--- config.mk ---
export PLATFORM = sky130hd
export DESIGN_NAME = reset_strap_clock_ratio_config
export DESIGN_NICKNAME = d
export VERILOG_FILES = /design/src/common/strap_pkg.sv /design/src/common/ratio_if.sv /design/src/strap_field_decode.sv /design/src/reset_strap_clock_ratio_config.sv
export SDC_FILE = /design/constraint.sdc
export NUM_CORES = 1
export LEC_CHECK = 0
export ABC_CLOCK_PERIOD_IN_PS = 2100
export BUFFER_PORTS_ARGS = -buffer_cell sky130_fd_sc_hd__buf_2
export CORE_MARGIN = 5
export CORE_UTILIZATION = 42
export CTS_CLUSTER_DIAMETER = 30
export DETAILED_ROUTE_END_ITERATION = 16
export GPL_TIMING_DRIVEN = 0
export PLACE_DENSITY_LB_ADDON = 0.05
export REMOVE_ABC_BUFFERS = 1
export SLEW_MARGIN = 20
export SYNTH_ARGS = -nofsm -noshare
export SYNTH_HDL_FRONTEND = slang
export SYNTH_SLANG_ARGS = --single-unit
--- constraint.sdc ---
create_clock -name clk -period 2.1 [get_ports clk]
set_input_delay 0.21 -clock clk [delete_from_list [all_inputs] [get_ports clk]]
set_output_delay 0.21 -clock clk [all_outputs]
set_load 0.05 [all_outputs]
--- src/common/strap_pkg.sv ---
// constants, field layout and register map of the power-up clock-ratio strap decoder
// Operation
// - platform clock also runs the core complex bus
// - core clock is derived from platform clock
// - straps 0-2 pick platform ratio 4,5,6
// - straps 3-5 pick core ratio 1 to 3
// - straps 7-8 pick memory ratio 8,10,12
// - memory clocking is asynchronous only
// - memory output clocks run half data rate
// - above 3:1 perfmon statistics not guaranteed
// - two-bit select picks io supply level
package strap_pkg;
	localparam int STRAP_W = 9;
	localparam int RATIO_W = 4;
	// strap positions, lowest index is the most significant code bit
	localparam int PLAT_POS = 0;
	localparam int PLAT_CW = 3;
	localparam int CORE_POS = 3;
	localparam int CORE_CW = 3;
	localparam int HICORE_POS = 6;
	localparam int DDR_POS = 7;
	localparam int DDR_CW = 2;
	// code windows and ratio mapping: ratio = base + step * (code - first)
	localparam int PLAT_FIRST = 0;
	localparam int PLAT_LAST = 2;
	localparam int PLAT_BASE = 4;
	localparam int PLAT_STEP = 1;
	// core ratio kept in half units so 1.5:1 and 2.5:1 stay exact
	localparam int CORE_FIRST = 2;
	localparam int CORE_LAST = 6;
	localparam int CORE_BASE = 2;
	localparam int CORE_STEP = 1;
	localparam int DDR_FIRST = 0;
	localparam int DDR_LAST = 2;
	localparam int DDR_BASE = 8;
	localparam int DDR_STEP = 2;
	localparam int PERFMON_LIMIT = 3;
	typedef enum logic [1:0] {IO_3V3, IO_2V5, IO_1V8} io_level_e;
	// register map, byte addresses
	localparam logic [3:0] REG_STATUS = 4'h0;
	localparam logic [3:0] REG_RATIOS = 4'h4;
	localparam logic [3:0] REG_CONTROL = 4'h8;
	localparam logic [3:0] REG_STRAPS = 4'hC;
	localparam logic [2:0] CONTROL_RESET = 3'h7;
	// status fields
	localparam int ST_CAPTURED = 0;
	localparam int ST_PLAT_ERR = 1;
	localparam int ST_CORE_ERR = 2;
	localparam int ST_DDR_ERR = 3;
	localparam int ST_PERFMON = 4;
	localparam int ST_CORE_SPD = 5;
	localparam int ST_PLAT_SPD = 6;
	localparam int ST_HICORE = 7;
	localparam int ST_PLL_EN = 8;
	// ratios fields
	localparam int RT_PLAT = 0;
	localparam int RT_CORE = 4;
	localparam int RT_DDR = 8;
	localparam int RT_MCK = 12;
	localparam int RT_IO = 16;
endpackage : strap_pkg

--- src/common/ratio_if.sv ---
// carrier between a strap field and its ratio decoder
`timescale 1ns/1ps
interface ratio_if #(parameter int CW = 3);
	logic [CW-1:0] code;
	logic [strap_pkg::RATIO_W-1:0] ratio;
	logic valid;
	modport decoder (input code, output ratio, output valid);
	modport user (output code, input ratio, input valid);
endinterface : ratio_if

--- src/strap_field_decode.sv ---
// maps one strap code window onto a clock ratio and flags reserved codes
`timescale 1ns/1ps
module strap_field_decode #(
	parameter int FIRST = 0,
	parameter int LAST = 2,
	parameter int BASE = 4,
	parameter int STEP = 1
) (
	// strap code in, ratio out
	ratio_if.decoder f
);
	import strap_pkg::*;
	wire in_window = (int'(f.code) >= FIRST) && (int'(f.code) <= LAST);
	wire [31:0] mapped = 32'(BASE + STEP * (int'(f.code) - FIRST));
	// reserved codes report ratio zero so nothing downstream can use them
	assign f.valid = in_window;
	assign f.ratio = in_window ? mapped[RATIO_W-1:0] : '0;
endmodule : strap_field_decode

--- src/reset_strap_clock_ratio_config.sv ---
// power-up strap capture, clock ratio decode, pll start gating and wishbone status registers
`timescale 1ns/1ps
module reset_strap_clock_ratio_config #(
	parameter int ADR_W = 4
) (
	// clock and reset
	input wire logic clk,
	input wire logic rst_n,
	// wishbone slave
	input wire logic [ADR_W-1:0] wb_adr_i,
	input wire logic [31:0] wb_dat_i,
	output logic [31:0] wb_dat_o,
	input wire logic [3:0] wb_sel_i,
	input wire logic wb_we_i,
	input wire logic wb_cyc_i,
	input wire logic wb_stb_i,
	output logic wb_ack_o,
	// board straps
	input wire logic [0:strap_pkg::STRAP_W-1] local_bus_addr_straps,
	input wire logic cfg_core_speed,
	input wire logic cfg_plat_speed,
	input wire logic [0:1] io_supply_level_select,
	// towards the plls
	output logic [strap_pkg::RATIO_W-1:0] platform_bus_ratio,
	output logic [strap_pkg::RATIO_W-1:0] core_ratio_half,
	output logic [strap_pkg::RATIO_W-1:0] ddr_ratio,
	output logic [strap_pkg::RATIO_W-1:0] mck_ratio,
	output logic plat_pll_en,
	output logic core_pll_en,
	output logic ddr_pll_en,
	output logic mem_async_mode,
	output logic core_speed_grade,
	output logic plat_speed_grade,
	output logic high_core_freq,
	output logic perfmon_unreliable,
	output logic config_error,
	output strap_pkg::io_level_e io_level
);
	import strap_pkg::*;

	logic captured_q;
	logic [0:STRAP_W-1] straps_q;
	logic core_spd_q;
	logic plat_spd_q;
	logic [0:1] vsel_q;
	logic out_valid_q;
	logic [2:0] ctrl_q;
	logic plat_err_q;
	logic core_err_q;
	logic ddr_err_q;
	logic ack_q;
	logic [31:0] rdata_q;
	logic [31:0] rdata_d;

	ratio_if #(.CW(PLAT_CW)) plat_f ();
	ratio_if #(.CW(CORE_CW)) core_f ();
	ratio_if #(.CW(DDR_CW)) ddr_f ();

	// captured straps are the only source of every ratio
	assign plat_f.code = straps_q[PLAT_POS +: PLAT_CW];
	assign core_f.code = straps_q[CORE_POS +: CORE_CW];
	assign ddr_f.code = straps_q[DDR_POS +: DDR_CW];

	strap_field_decode #(.FIRST(PLAT_FIRST), .LAST(PLAT_LAST), .BASE(PLAT_BASE), .STEP(PLAT_STEP)) u_plat (
		.f(plat_f)
	);
	strap_field_decode #(.FIRST(CORE_FIRST), .LAST(CORE_LAST), .BASE(CORE_BASE), .STEP(CORE_STEP)) u_core (
		.f(core_f)
	);
	strap_field_decode #(.FIRST(DDR_FIRST), .LAST(DDR_LAST), .BASE(DDR_BASE), .STEP(DDR_STEP)) u_ddr (
		.f(ddr_f)
	);

	// sampled once at the first edge after release; later strap movement is ignored
	always_ff @(posedge clk or negedge rst_n)
	begin
		if (!rst_n)
		begin
			captured_q <= 1'b0;
			straps_q <= '0;
			core_spd_q <= 1'b0;
			plat_spd_q <= 1'b0;
			vsel_q <= 2'h0;
		end
		else if (!captured_q)
		begin
			captured_q <= 1'b1;
			straps_q <= local_bus_addr_straps;
			core_spd_q <= cfg_core_speed;
			plat_spd_q <= cfg_plat_speed;
			vsel_q <= io_supply_level_select;
		end
	end

	// derived terms
	wire [7:0] plat_x3 = 8'(PERFMON_LIMIT) * {4'h0, plat_f.ratio};
	wire perfmon_d = {4'h0, ddr_f.ratio} > plat_x3;
	wire plat_en_d = plat_f.valid && ctrl_q[0];
	// core pll is fed from the platform clock, so it waits for the platform pll
	wire core_en_d = plat_en_d && core_f.valid && ctrl_q[1];
	wire ddr_en_d = ddr_f.valid && ctrl_q[2];
	wire [RATIO_W-1:0] mck_d = ddr_f.ratio >> 1;

	io_level_e io_level_d;
	assign io_level_d = (vsel_q == 2'h1) ? IO_2V5 : (vsel_q == 2'h2) ? IO_1V8 : IO_3V3;

	always_ff @(posedge clk or negedge rst_n)
	begin
		if (!rst_n)
		begin
			out_valid_q <= 1'b0;
			platform_bus_ratio <= '0;
			core_ratio_half <= '0;
			ddr_ratio <= '0;
			mck_ratio <= '0;
			plat_pll_en <= 1'b0;
			core_pll_en <= 1'b0;
			ddr_pll_en <= 1'b0;
			plat_err_q <= 1'b0;
			core_err_q <= 1'b0;
			ddr_err_q <= 1'b0;
			perfmon_unreliable <= 1'b0;
			io_level <= IO_3V3;
		end
		else if (captured_q)
		begin
			out_valid_q <= 1'b1;
			// one ratio serves both the platform and the core complex bus
			platform_bus_ratio <= plat_f.ratio;
			core_ratio_half <= core_f.ratio;
			ddr_ratio <= ddr_f.ratio;
			mck_ratio <= mck_d;
			plat_pll_en <= plat_en_d;
			core_pll_en <= core_en_d;
			ddr_pll_en <= ddr_en_d;
			plat_err_q <= !plat_f.valid;
			core_err_q <= !core_f.valid;
			ddr_err_q <= !ddr_f.valid;
			perfmon_unreliable <= perfmon_d;
			io_level <= io_level_d;
		end
	end

	// no synchronous memory mode exists
	assign mem_async_mode = 1'b1;
	assign core_speed_grade = core_spd_q;
	assign plat_speed_grade = plat_spd_q;
	assign high_core_freq = straps_q[HICORE_POS];
	assign config_error = plat_err_q || core_err_q || ddr_err_q;

	// wishbone decode
	wire wb_req = wb_cyc_i && wb_stb_i && !ack_q;
	wire [3:0] wb_addr = {wb_adr_i[3:2], 2'h0};
	wire hit_status = (wb_addr == REG_STATUS);
	wire hit_ratios = (wb_addr == REG_RATIOS);
	wire hit_control = (wb_addr == REG_CONTROL);
	wire hit_straps = (wb_addr == REG_STRAPS);
	wire ctrl_wr = wb_req && wb_we_i && hit_control && wb_sel_i[0];

	always_comb
	begin
		rdata_d = 32'h0;
		if (hit_status)
		begin
			rdata_d[ST_CAPTURED] = out_valid_q;
			rdata_d[ST_PLAT_ERR] = plat_err_q;
			rdata_d[ST_CORE_ERR] = core_err_q;
			rdata_d[ST_DDR_ERR] = ddr_err_q;
			rdata_d[ST_PERFMON] = perfmon_unreliable;
			rdata_d[ST_CORE_SPD] = core_spd_q;
			rdata_d[ST_PLAT_SPD] = plat_spd_q;
			rdata_d[ST_HICORE] = straps_q[HICORE_POS];
			rdata_d[ST_PLL_EN +: 3] = {ddr_pll_en, core_pll_en, plat_pll_en};
		end
		else if (hit_ratios)
		begin
			rdata_d[RT_PLAT +: RATIO_W] = platform_bus_ratio;
			rdata_d[RT_CORE +: RATIO_W] = core_ratio_half;
			rdata_d[RT_DDR +: RATIO_W] = ddr_ratio;
			rdata_d[RT_MCK +: RATIO_W] = mck_ratio;
			rdata_d[RT_IO +: 2] = io_level;
		end
		else if (hit_control)
		begin
			rdata_d[2:0] = ctrl_q;
		end
		else if (hit_straps)
		begin
			rdata_d[STRAP_W-1:0] = straps_q;
		end
	end

	// every access, mapped or not, is acked one cycle after it is seen
	always_ff @(posedge clk or negedge rst_n)
	begin
		if (!rst_n)
		begin
			ack_q <= 1'b0;
			rdata_q <= 32'h0;
			ctrl_q <= CONTROL_RESET;
		end
		else
		begin
			ack_q <= wb_req;
			rdata_q <= wb_req ? rdata_d : 32'h0;
			if (ctrl_wr)
				ctrl_q <= wb_dat_i[2:0];
		end
	end

	assign wb_ack_o = ack_q;
	assign wb_dat_o = rdata_q;
endmodule : reset_strap_clock_ratio_config

======== Yosys cells after proc, flatten, opt, wreduce, memory -nomap -nowiden ========
Cells that the tools add are included.
operators by class
  magnitude comparators ................... 5
  muxes and demuxes ....................... 13
  equal/unequal tests ..................... 5
  reductions and logical operators ........ 17
  multiply operators ...................... 1
  add/subtract/negate cells ............... 4
operator list
  operator             count
  $mux 9               3
  $mux 18              1
  $mux 4               3
  $mux 11              1
  $logic_and 1x1->1    10
  $mux 7               1
  $eq 2x2->1 const B   3
  $gt 4x6->1           1
  $mul 2x4->6 const A  1
  $mux 6               1
  $add 3x3->4 const A  1
  $add 3x4->4 const A  1
  $add 4x3->4 const A  1
  $eq 2x1->1 const B   2
  $logic_not 1->1      4
  $logic_not 4->1      1
  $mux 2               2
  $sub 3x2->4 const B  1
  $ge 3x2->1 const B   1
  $le 3x2->1 const B   1
  $le 3x3->1 const B   1
  $mux 3               1
  $le 2x2->1 const B   1
  $logic_or 1x1->1     2
word-level totals
  bits in registers ....................... 61
  output and inout bits ................... 60
  input bits .............................. 58
  logic and storage cells ................. 66

======== Depth between registers and ports, before layout ========
Gate-level depths: netlist of the first run.
  word-level depth ........................ 6
  depth in mapped cells ................... 10
  mapped depth without buffers ............ 10

======== Modules after synthesis ========
A second synthesis of the first run with hierarchy kept.
unflattened totals
  cells, all modules ...................... 230
  area, all modules ....................... 2766.4 µm²
modules (own cells, without submodules)
  module                          cells each  area each (µm²)  times used  seq. area each (µm²)
  reset_strap_clock_ratio_config  210         2636.3           1           1405.1
  strap_field_decode at u_core    8           56.3             1           0.0
  strap_field_decode at u_ddr     6           37.5             1           0.0
  strap_field_decode at u_plat    6           36.3             1           0.0

======== Worst setup path before layout of the first run ========
Ideal clock, no wire load.
  path kind ............................... register to register
  start ................................... reg straps_q[0] in the netlist's numbering
  end ..................................... reg perfmon_unreliable
  cell stages (with the launch flop) ...... 11
  path buffers ............................ 0
  required time ........................... 1.978 ns
  data arrival time ....................... 2.057 ns
  clock period less this slack ............ 2.179 ns
  slack ................................... -0.079 ns
  setup time .............................. 0.122 ns
  cell sequence ........................... dfrtp_1 -> nor2_1 -> and2_2 -> ha_1 -> ha_1 -> inv_1 -> ha_1 -> nand2_1 -> a21oi_1 -> a221o_1 -> a32o_1
between the ends
  word-level cells in the longest chain between the ends .. 4
  elaborated cells on any way between the ends .. 5
  classes of those cells .................. add/sub (1); mul (1); order compare (2); mux (1)
ends and longest elaborated chain
  item                        line                                   text
  from (decl)                 reset_strap_clock_ratio_config.sv:42   logic [0:STRAP_W-1] straps_q;
  from (signal assigned)      reset_strap_clock_ratio_config.sv:88   straps_q <= local_bus_addr_straps;
  $le 3x2->1                  strap_field_decode.sv:13               wire in_window = (int'(f.code) >= FIRST) && (int'(f.code) <= LAST);
  $mux 4                      strap_field_decode.sv:17               assign f.ratio = in_window ? mapped[RATIO_W-1:0] : '0;
  net plat_f.ratio (one bit)  ratio_if.sv:5                          logic [strap_pkg::RATIO_W-1:0] ratio;
  $mul 2x4->6                 reset_strap_clock_ratio_config.sv:96   wire [7:0] plat_x3 = 8'(PERFMON_LIMIT) * {4'h0, plat_f.ratio};
  $gt 4x6->1                  reset_strap_clock_ratio_config.sv:97   wire perfmon_d = {4'h0, ddr_f.ratio} > plat_x3;
  to (signal assigned)        reset_strap_clock_ratio_config.sv:139  perfmon_unreliable <= perfmon_d;
  to (decl)                   reset_strap_clock_ratio_config.sv:35   output logic perfmon_unreliable,
The timed path passes the listed nets, and every way through them passes these cells.
A chain may end at the register's enable or synchronous reset.

======== Worst setup path after layout of the first run ========
Same ends and word-level chain as after synthesis.

==> run metrics, run 1 <==
setup violators final=0; post-DP HPWL=about 3.5 mm; deepest clock path buffer count=2; global-route wire length before repair=between 8 and 9 mm; post-synth top area share=0.512; Top delay family on crit path=compound AO/OA/AOI/OAI gates; post-place setup slack=-0.215 ns; TritonCTS Sinks=54; worst r2r path cells=10; ANT nets after route=0; CP max stage cell=dfrtp_2; Unique masters post-synth=36; Hold WC Path Type=in -> reg; first-pass detailed-route iteration total=4; Seq pwr share=0.472; grt ovf=0; vias in the first global route=1615; GRT Util Overall=0.140; R2R Path Start=straps_q[0]$_DFFE_PN0N_; Worst Skew=0.00674 ns; Starting DRT DRC Count=between 50 and 60; Synth Area in XOR/XNOR=0.00351; post-synthesis mux area share=0.137; DRC violations left=0; die width=roughly 87 um; CTS tree=yes; Area Overhead vs Synth=21.2%; Clk Latency, worst-skew pair=~0.30 ns; core area=5850 um2; count leader, synth=dfrtp_1; area fraction in compound gates after synthesis=0.0648; die height=87.0 um; DR vias/cell=4.72; Net Sw Frac=0.345; share of cells above drive strength 1=0.426; number of flops mapped to enable cells by yosys=0; fin cells=359; Num CTS Buffers=5; Final Hold Violating Endpoints=0; WL final=5.25 mm; PwrDens=864 nW/um2; RSZ-0062 raised after global routing=true; outcome=finished, final reports clean; cell mode on critical path=ha_4; worst setup margin=0.0311 ns; simple-gate share of the synthesized area=0.120; Clock transition at path regs=0.10 ns; Antenna Cells=0; Main synth FF type=dfrtp_1; share of the yosys chip area belonging to registers=0.544; GP Congestion=around 0.78; Overall Power=around 2.6 mW; combinational family with the most area after synthesis=multiplexers; Final nets=between 300 and 400; Pleak=~1.5 nW; WHS Endpoint=straps_q[7]$_DFFE_PN0N_; buffers and inverters on the worst path=1; Syn Inst Count=215; Max-cap violations=0; fmax=approximately 0.48 GHz; # IOs=around 120; crit-path cells=nor2_4 -> and2_4 -> ha_4 -> ha_4 -> inv_4 -> ha_4 -> nand2_2 -> a21oi_2 -> a221o_1 -> a32o_1; Cells after DPL=341; Synth async-reset ratio=1.00; top cells by area, synth=dfrtp_1 (51%), mux2_2 (8.6%), buf_4 (6.9%); mean post-synth cell area=11.6 um2; arrival time worst endpoint=around 2.3 ns; largest net degree at the start of global routing=55; net switching power=0.901 mW; Setup CP Type=reg -> reg; Clk pwr share=0.268; Total Die Area=about 7600 um2; Tightest Pin Transition=a little over 0.7 ns; PortBufs=64; min Tclk post-route=2.07 ns; VDD IR max=~0.41 mV; flops & latches, synth=54; DR WL/cell=14.6 um; Worst Hold Path Cells=2; internal power=approximately 1.7 mW; Synth area leader=dfrtp_1; top cells by count, synth=dfrtp_1 (51), buf_4 (23), mux2_2 (19); Ys Warns=0; crit path capture type=register; CTS HTree Levels=2; final period utilization=0.985; DR vias=1696; Slew headroom=0.523; Synth Area in Adders=0.0251; Max FO, Critical Path=4; Initial Util=0.426; R2R setup slack=0.03 ns; CP Launch Type=register; Site Rows=28; worst r2r dst=perfmon_unreliable$_DFFE_PN0P_; Worst path max stage delay=approximately 0.46 ns; Worst Path Required=2.30 ns; Final Max Slew Viols=0; Mapped Area=around 2500 um2; initial antenna violation count=0; HP Start=local_bus_addr_straps[7]; Gate power share=0.260; Root Driver=clkbuf_8
state kept, by name, summed over array words and instances (netlist names):
name	flops
wb_dat_o	16
straps_q	9
platform_bus_ratio	4
core_ratio_half	3
ctrl_q	3
mck_ratio	3
io_level	2
vsel_q	2
captured_q	1
core_err_q	1
core_pll_en	1
core_speed_grade	1
ddr_err_q	1
ddr_pll_en	1
out_valid_q	1
perfmon_unreliable	1
plat_err_q	1
plat_pll_en	1
plat_speed_grade	1
wb_ack_o	1
cell usage in the layout, fill, tap and decap left out, drive strengths merged, types with 3 or more instances in the layout:
cell type	count
and2	7
dfstp	3
conb	21
ha	5
nand3b	3
nor2	13
nand2	9
nor2b	5
clkbuf	5
dfrtp	51
buf	73
mux2	19
a21oi	6
o21ai	9
a31oi	4
mux4	3
nand3	7
mux2i	6
inv	13
per-stage QoR:
step	setup TNS (ns)	cell area (um2)	hold WS [ns]	utilization
floorplan	-0.0789	2350	-0.0856	-
global placement	-0.488	2770	0.443	0.473
detailed placement	-0.215	2770	0.298	0.474
CTS	0	3000	0.116	0.513
global route	-0.0314	3020	0.114	0.516
finish	0	3020	0.127	0.516
power groups by stage:
stage | logic (mW) | registers [mW] | clock network [mW]
final | 0.678 | 1.23 | 0.700
after global routing | 0.726 | 1.25 | 0.762
after CTS | 0.668 | 1.23 | 0.720
after detailed placement | 0.628 | 1.26 | 0
after global placement | 0.627 | 1.25 | 0
after floorplan | 0.264 | 1.44 | 0
logic make-up (layout without fill, tap and decap cells):
kind of cell / count (synthesis) / in the layout
AOI/OAI and AO/OA: 26 / 26
xor gates and xnor gates: 1 / 1
adders and majority gates: 5 / 5
buffers and inverters: 44 / 94
DFF: 54 / 54
muxes: 28 / 28
other: 2 / 21
and+or+nand+nor: 55 / 55
cell type report:
cell class              count  area [um2]
clock buffers               5        68.8
clock inverters             3        43.8
fillers                   551        2830
inverters                  12        47.5
multi-input cells         136        1010
flip-flops and latches     54        1360
well taps                  75        93.8
repair buffers             74         400
per-layer routing:
layer / vias up / GRT usage / part of all wire
met5: - / 0 / 0
met4: 0 / 0.0382 / 0.0089
met3: 5 / 0.0341 / 0.056
met2: 47 / 0.224 / 0.49
met1: 828 / 0.190 / 0.44
li1: 816 / - / -
what timing repair did:
item,CTS,global route
buffers inserted,7,2
hold endpoints to repair,51,0
endpoints found under the setup margin,1,1
resized for setup,12,2
pin swaps,6,6
hold buffers,1,0
worst max-delay path by stage:
stage	start	slack [ns]	cells past startpoint	to
4_1_cts	straps_q[0]$_DFFE_PN0N_	0.005	10	perfmon_unreliable$_DFFE_PN0P_
3_5_place_dp	straps_q[0]$_DFFE_PN0N_	-0.21	10	perfmon_unreliable$_DFFE_PN0P_
2_1_floorplan	straps_q[0]$_DFFE_PN0N_	-0.08	10	perfmon_unreliable$_DFFE_PN0P_
5_1_grt	straps_q[0]$_DFFE_PN0N_	-0.03	10	perfmon_unreliable$_DFFE_PN0P_
3_3_place_gp	straps_q[0]$_DFFE_PN0N_	-0.25	10	perfmon_unreliable$_DFFE_PN0P_
6_report	straps_q[0]$_DFFE_PN0N_	0.03	10	perfmon_unreliable$_DFFE_PN0P_
Note: power is estimated with default switching activity, not from simulation.
==> run 2, diff against run 1 <==
--- a/config.mk
+++ b/config.mk
@@ -14,7 +14,8 @@
 export GPL_TIMING_DRIVEN = 0
 export PLACE_DENSITY_LB_ADDON = 0.05
 export REMOVE_ABC_BUFFERS = 1
-export SLEW_MARGIN = 20
+export SLEW_MARGIN = 5
 export SYNTH_ARGS = -nofsm -noshare
 export SYNTH_HDL_FRONTEND = slang
+export SYNTH_HIERARCHICAL = 1
 export SYNTH_SLANG_ARGS = --single-unit
==> constraint.sdc (replaced) <==
create_clock -name clk -period 2.1 [get_ports clk]
set_input_delay 0.105 -clock clk [delete_from_list [all_inputs] [get_ports clk]]
set_output_delay 0.105 -clock clk [all_outputs]
set_load 0.05 [all_outputs]
==> run metrics, run 2 <==
CTS HTree Levels=2 (unchanged); Synth area leader=dfrtp_1; DR vias/cell=4.93 (+4.4%); Main synth FF type=dfrtp_1; Syn Inst Count=230 (+7.0%); failing checks=negative setup slack; Initial Util=0.433 (+0.00718); crit path capture type=register; final design utilization=0.498 (-0.0182); post-synth top area share=0.479 (-0.0326); first-pass detailed-route iteration total=4 (unchanged); outcome=finished, violations left; setup violators final=1 (+1); met3 WL post-DR=411 um (+40%); DRC violations left=0 (unchanged); top cells by count, synth=dfrtp_1 (53), mux2_2 (28), buf_4 (26); top cells by area, synth=dfrtp_1 (48%), mux2_2 (11%), buf_4 (7.1%); die height=91.2 um (+4.7%); Total Die Area=8310 um2 (+9.7%); count leader, synth=dfrtp_1; Clock transition at path regs=0.10 ns (about the same); Starting DRT DRC Count=43 (-19%); Slew headroom=0.437 (-0.0855); die width=91.2 um (+4.7%); DR vias=1805 (+6.4%); DR WL/cell=15.3 um (+4.4%); Mapped Area=2770 um2 (+11%); grt ovf=0 (unchanged); commonest non-fill, non-tap cell in the layout=buf_2; GRT Util Overall=0.138 (-0.00218); Pleak=1.59 nW (+5.4%); HP Start=io_supply_level_select[0]; post-DP HPWL=3.84 mm (+8.2%); Max FO, Critical Path=5 (+1); global-route wire length before repair=9.28 mm (+13%); Final Hold Violating Endpoints=0 (unchanged); Root Driver=clkbuf_8; deepest clock path buffer count=2 (unchanged); number of flip-flops under the largest register name=16 (unchanged); mean post-synth cell area=12.0 um2 (+3.8%); Synth async-reset ratio=1.00 (unchanged); worst setup margin=-0.151 ns (-0.182 ns); Final Max Slew Viols=0 (unchanged); largest net degree at the start of global routing=57 (+3.6%); fmax=0.444 GHz (-8.1%); Worst Skew=0.00452 ns (-0.00221 ns); share of the yosys chip area belonging to registers=0.508 (-0.0358); Highest Signal Layer=met4; GP Congestion=0.789 (+0.83%); VDD IR max=0.405 mV (-1.9%); R2R Path Start=straps_q[2]$_DFFE_PN0N_; worst hold slack=0.0230 ns (-0.104 ns); core area=6390 um2 (+9.2%); min Tclk post-route=2.25 ns (+0.182 ns); Setup CP Type=reg -> reg; Final nets=355 (+2.6%); WL met1=2.60 mm (+11%); arrival time worst endpoint=2.50 ns (+0.24 ns); initial antenna violation count=0 (unchanged); Site Rows=29 (+3.6%); vias in the first global route=1805 (+12%); post-place setup slack=-0.444 ns (-0.229 ns); PortBufs=66 (+3.1%); Area Overhead vs Synth=15.0%; Worst Path Required=2.35 ns (+0.05 ns); Hold WC Path Type=in -> reg; Max-cap violations=0 (unchanged); RSZ-0062 raised after global routing=true; CTS tree=yes; met2 wire len=2.53 mm (-2.0%); number of flops mapped to enable cells by yosys=0 (unchanged); CP Launch Type=register; Clk Latency, worst-skew pair=0.30 ns (about the same); Unique masters post-synth=40 (+11%); Num CTS Buffers=5 (unchanged); TritonCTS Sinks=56 (+3.7%); Antenna Cells=0 (unchanged); Tightest Pin Transition=0.844 ns (+0.128 ns); flops & latches, synth=56 (+3.7%); # IOs=118 (unchanged); TNS Setup=-0.151 ns (-0.151 ns); Overall Power=2.67 mW (+2.3%); commonest cells after routing, fill and taps aside=buf_2 (65), dfrtp_1 (49), mux2_2 (28), conb_1 (21), nor2_1 (15); PwrDens=840 nW/um2 (-2.8%); crit path from=straps_q[2]$_DFFE_PN0N_; WL final=5.59 mm (+6.5%); ANT nets after route=0 (unchanged); Ys Warns=6 (+6); share of cells above drive strength 1=0.443 (+0.0169); final period utilization=1.07 (+0.0867)
## run 2: cell types whose count changed in the layout (fill, tap and decap cells not counted), moves of 4 or more
cell     change
buf_4        -7
nand2_1      -5
ha_1         +5
o21ai_0      -4
nand3_1      -5
mux2_2       +9
## run 2: area by class of cell
class	instances	area, um2
clock inverter	1	7.51
multi-input combinational	144	1170
sequential	56	1410
fill	593	3210
clock buffer	7	86.3
tap	77	96.3
inverter	11	41.3
timing repair buffer	70	369
## run 2: per-stage QoR
step           instances  area [um2]
2_1_floorplan        211        2580
3_3_place_gp         354        3010
4_1_cts              365        3160
6_report             366        3180
5_1_grt              366        3180
3_5_place_dp         354        3010
## run 2: repair_timing
item / CTS / global route
gates resized for setup: 11 / 1
pin swaps: 1 / 1
setup buffers: 3 / 0
hold buffers: 0 / 1
endpoints found under the setup margin: 1 / 1
hold endpoints to repair: 0 / 53
## run 2: power by group
| group | total (mW) | leakage, nW | internal [mW] | switching (mW) |
|---|---|---|---|---|
| combinational | 0.762 | 0.850 | 0.245 | 0.517 |
| clock | 0.613 | 0.0445 | 0.269 | 0.344 |
| sequential | 1.30 | 0.695 | 1.19 | 0.109 |
## run 2: logic make-up after synthesis
group,synth area share
compound gates,0.0552
xor+xnor,0.00950
buf+inv,0.104
flops,0.508
other cells,0.00678
fa+ha+maj,0.0434
simple gates,0.106
mux,0.167
## run 2: final timing paths
check                                                       to  slack, ns  cells past startpoint
worst max-delay path            perfmon_unreliable$_DFFE_PN0P_      -0.15                      9
worst min-delay path                     vsel_q[0]$_DFFE_PN0N_       0.02                      2
worst max register to register  perfmon_unreliable$_DFFE_PN0P_      -0.15                      9
worst min register to register         out_valid_q$_DFFE_PN0P_       0.48                      1
max in group asynchronous                 captured_q$_DFF_PN0_       1.20                      2
min in group asynchronous               wb_dat_o[12]$_DFF_PN0_       0.39                      2
## run 2: layer usage
layer | GRT usage | vias up
met1 | 0.188 | 885
met4 | 0.0330 | 0
li1 | - | 847
met3 | 0.0397 | 7
met2 | 0.218 | 66
met5 | 0 | -
## run 2: critical path, cell delays in order (launching register included)
cell      delay [ns]
dfrtp_2         0.47
nor3b_4         0.17
ha_2            0.19
fa_2            0.51
inv_1           0.04
ha_1            0.29
nand4_1         0.10
nand4b_1        0.12
a21oi_2         0.15
a22o_1          0.14
==> run 3, diff against run 2 <==
--- a/config.mk
+++ b/config.mk
@@ -8,7 +8,7 @@
 export ABC_CLOCK_PERIOD_IN_PS = 2100
 export BUFFER_PORTS_ARGS = -buffer_cell sky130_fd_sc_hd__buf_2
 export CORE_MARGIN = 5
-export CORE_UTILIZATION = 42
+export CORE_UTILIZATION = 43
 export CTS_CLUSTER_DIAMETER = 30
 export DETAILED_ROUTE_END_ITERATION = 16
 export GPL_TIMING_DRIVEN = 0
==> run metrics, run 3 (same netlist as run 2, synthesis figures left out) <==
commonest non-fill, non-tap cell in the layout=buf_2; Antenna Cells=0 (unchanged); CTS HTree Levels=2 (unchanged); worst r2r dst=perfmon_unreliable$_DFFE_PN0P_; worst r2r path cells=9 (unchanged); fillers=603 (+1.7%); die height=90.2 um (-1.0%); Multi-input gate area=1200 um2 (+2.5%); DR vias/cell=4.78 (-3.0%); deepest clock path buffer count=2 (unchanged); Slew headroom=0.461 (+0.0240); final period utilization=1.05 (-0.0207); Final nets=362 (+2.0%); PwrDens=912 nW/um2 (+8.6%); Root Driver=clkbuf_8; min Tclk post-route=2.21 ns (-0.0435 ns); Area Overhead vs Synth=20.1%; R2R setup slack=-0.11 ns (+0.04 ns); initial antenna violation count=0 (unchanged); commonest cells after routing, fill and taps aside=buf_2 (65), dfrtp_1 (49), mux2_2 (28), conb_1 (21), nor2_1 (15); CTS tree=yes; Hold WC Path Type=in -> reg; crit path from=straps_q[2]$_DFFE_PN0N_; Num CTS Buffers=5 (unchanged); GP Congestion=0.816 (+3.3%); Top delay family on crit path=adder cells; post-DP HPWL=3.84 mm (about the same); Overall Power=3.03 mW (+13%); crit-path cells=nor3b_4 -> ha_2 -> fa_2 -> xor2_1 -> ha_1 -> nand4_1 -> nand4b_1 -> a21oi_1 -> a22o_1; vias in the first global route=1780 (-1.4%); Max FO, Critical Path=5 (unchanged); Final Max Slew Viols=0 (unchanged); CP max stage cell=dfrtp_2; outcome=finished, violations left; RSZ-0062 raised after global routing=true; DR vias=1784 (-1.2%); Tightest Pin Transition=0.808 ns (-0.0360 ns); worst hold slack=0.0186 ns (-0.00445 ns); Max-cap violations=0 (unchanged); Starting DRT DRC Count=48 (+12%); DR WL/cell=15.0 um (-1.6%); Total Die Area=8140 um2 (-2.1%); arrival time worst endpoint=2.46 ns (-0.04 ns); setup violators final=1 (unchanged); Worst Skew=0.00781 ns (+0.00328 ns); Clock transition at path regs=0.10 ns (about the same); die width=90.2 um (-1.0%); WL final=5.61 mm (+0.27%); Initial Util=0.438 (+0.00498); Clk Latency, worst-skew pair=0.31 ns (about the same); ANT nets after route=0 (unchanged); CP Launch Type=register; fmax=0.453 GHz (+2.0%); number of flip-flops under the largest register name=16 (unchanged); PortBufs=66 (unchanged); grt ovf=0 (unchanged); Crit path depth=9 (unchanged); Setup CP Type=reg -> reg; buffers and inverters on the worst path=0 (-1); core area=6310 um2 (-1.1%); Final Hold Violating Endpoints=0 (unchanged); # IOs=118 (unchanged); worst setup margin=-0.107 ns (+0.0435 ns); R2R Path Start=straps_q[2]$_DFFE_PN0N_; Pleak=1.66 nW (+4.2%); DRC violations left=0 (unchanged); failing checks=negative setup slack; VDD IR max=0.425 mV (+4.9%); Worst path max stage delay=0.46 ns (-0.05 ns); TritonCTS Sinks=56 (unchanged); Worst Path Required=2.35 ns (about the same); Setup crit end=perfmon_unreliable$_DFFE_PN0P_; largest net degree at the start of global routing=57 (unchanged); share of cells above drive strength 1=0.466 (+0.0233); global-route wire length before repair=9.25 mm (-0.37%); GRT Util Overall=0.139 (+0.000405); TNS Setup=-0.107 ns (+0.0435 ns); first-pass detailed-route iteration total=4 (unchanged); Site Rows=29 (unchanged); crit path capture type=register; FF/Latch Area=1410 um2 (unchanged)
==> run 3: power breakdown <==
group	switching (mW)	total, mW	internal (mW)
registers	0.106	1.29	1.19
logic	0.526	0.794	0.268
clock network	0.348	0.944	0.596
total	0.980	3.03	2.05
==> run 3: metal layers <==
layer,wire length [um],vias up,global-route usage
met3,266,5,0.0401
met4,52,0,0.0298
met2,2830,42,0.227
met5,0,-,0
met1,2460,876,0.182
li1,-,861,-
==> run 3: timing repair <==
| item | CTS | global route |
|---|---|---|
| hold buffers | 0 | 1 |
| buffers inserted | 10 | 0 |
| endpoints found under the hold margin | 0 | 53 |
| endpoints found under the setup margin | 1 | 1 |
| resized for setup | 12 | 2 |
| pin swaps | 10 | 4 |
==> run 3: worst register-to-register path, cell delays in order, from the launching register on <==
cell and delay (ns):
dfrtp_2 0.46, nor3b_4 0.17, ha_2 0.20, fa_2 0.36
xor2_1 0.17, ha_1 0.31, nand4_1 0.09, nand4b_1 0.10
a21oi_1 0.18, a22o_1 0.14
==> run 3: worst min-delay path by stage <==
stage / endpoint / start / depth (start not counted)
2_1_floorplan: captured_q$_DFF_PN0_ / rst_n / 0
3_3_place_gp: straps_q[4]$_DFFE_PN0N_ / local_bus_addr_straps[4] / 2
3_5_place_dp: plat_speed_grade$_DFFE_PN0N_ / cfg_plat_speed / 2
4_1_cts: vsel_q[0]$_DFFE_PN0N_ / io_supply_level_select[0] / 2
5_1_grt: plat_speed_grade$_DFFE_PN0N_ / cfg_plat_speed / 2
6_report: vsel_q[0]$_DFFE_PN0N_ / io_supply_level_select[0] / 2
==> run 3: area by class of cell <==
| cell class | count | share of cell area |
|---|---|---|
| clock buffers | 5 | 0.0207 |
| clock inverters | 3 | 0.0271 |
| inverters | 11 | 0.0124 |
| multi-input cells | 144 | 0.361 |
| flip-flops and latches | 56 | 0.424 |
| well taps | 77 | 0.0290 |
| repair buffers | 77 | 0.126 |
==> run 3: through the flow <==
step,setup WS (ns),utilization,std cells,cell area [um2]
2_1_floorplan,-0.218,-,211,2580
3_3_place_gp,-0.540,0.476,354,3010
3_5_place_dp,-0.536,0.477,354,3010
4_1_cts,-0.115,0.522,372,3300
5_1_grt,-0.218,0.526,373,3320
6_report,-0.107,0.526,373,3320
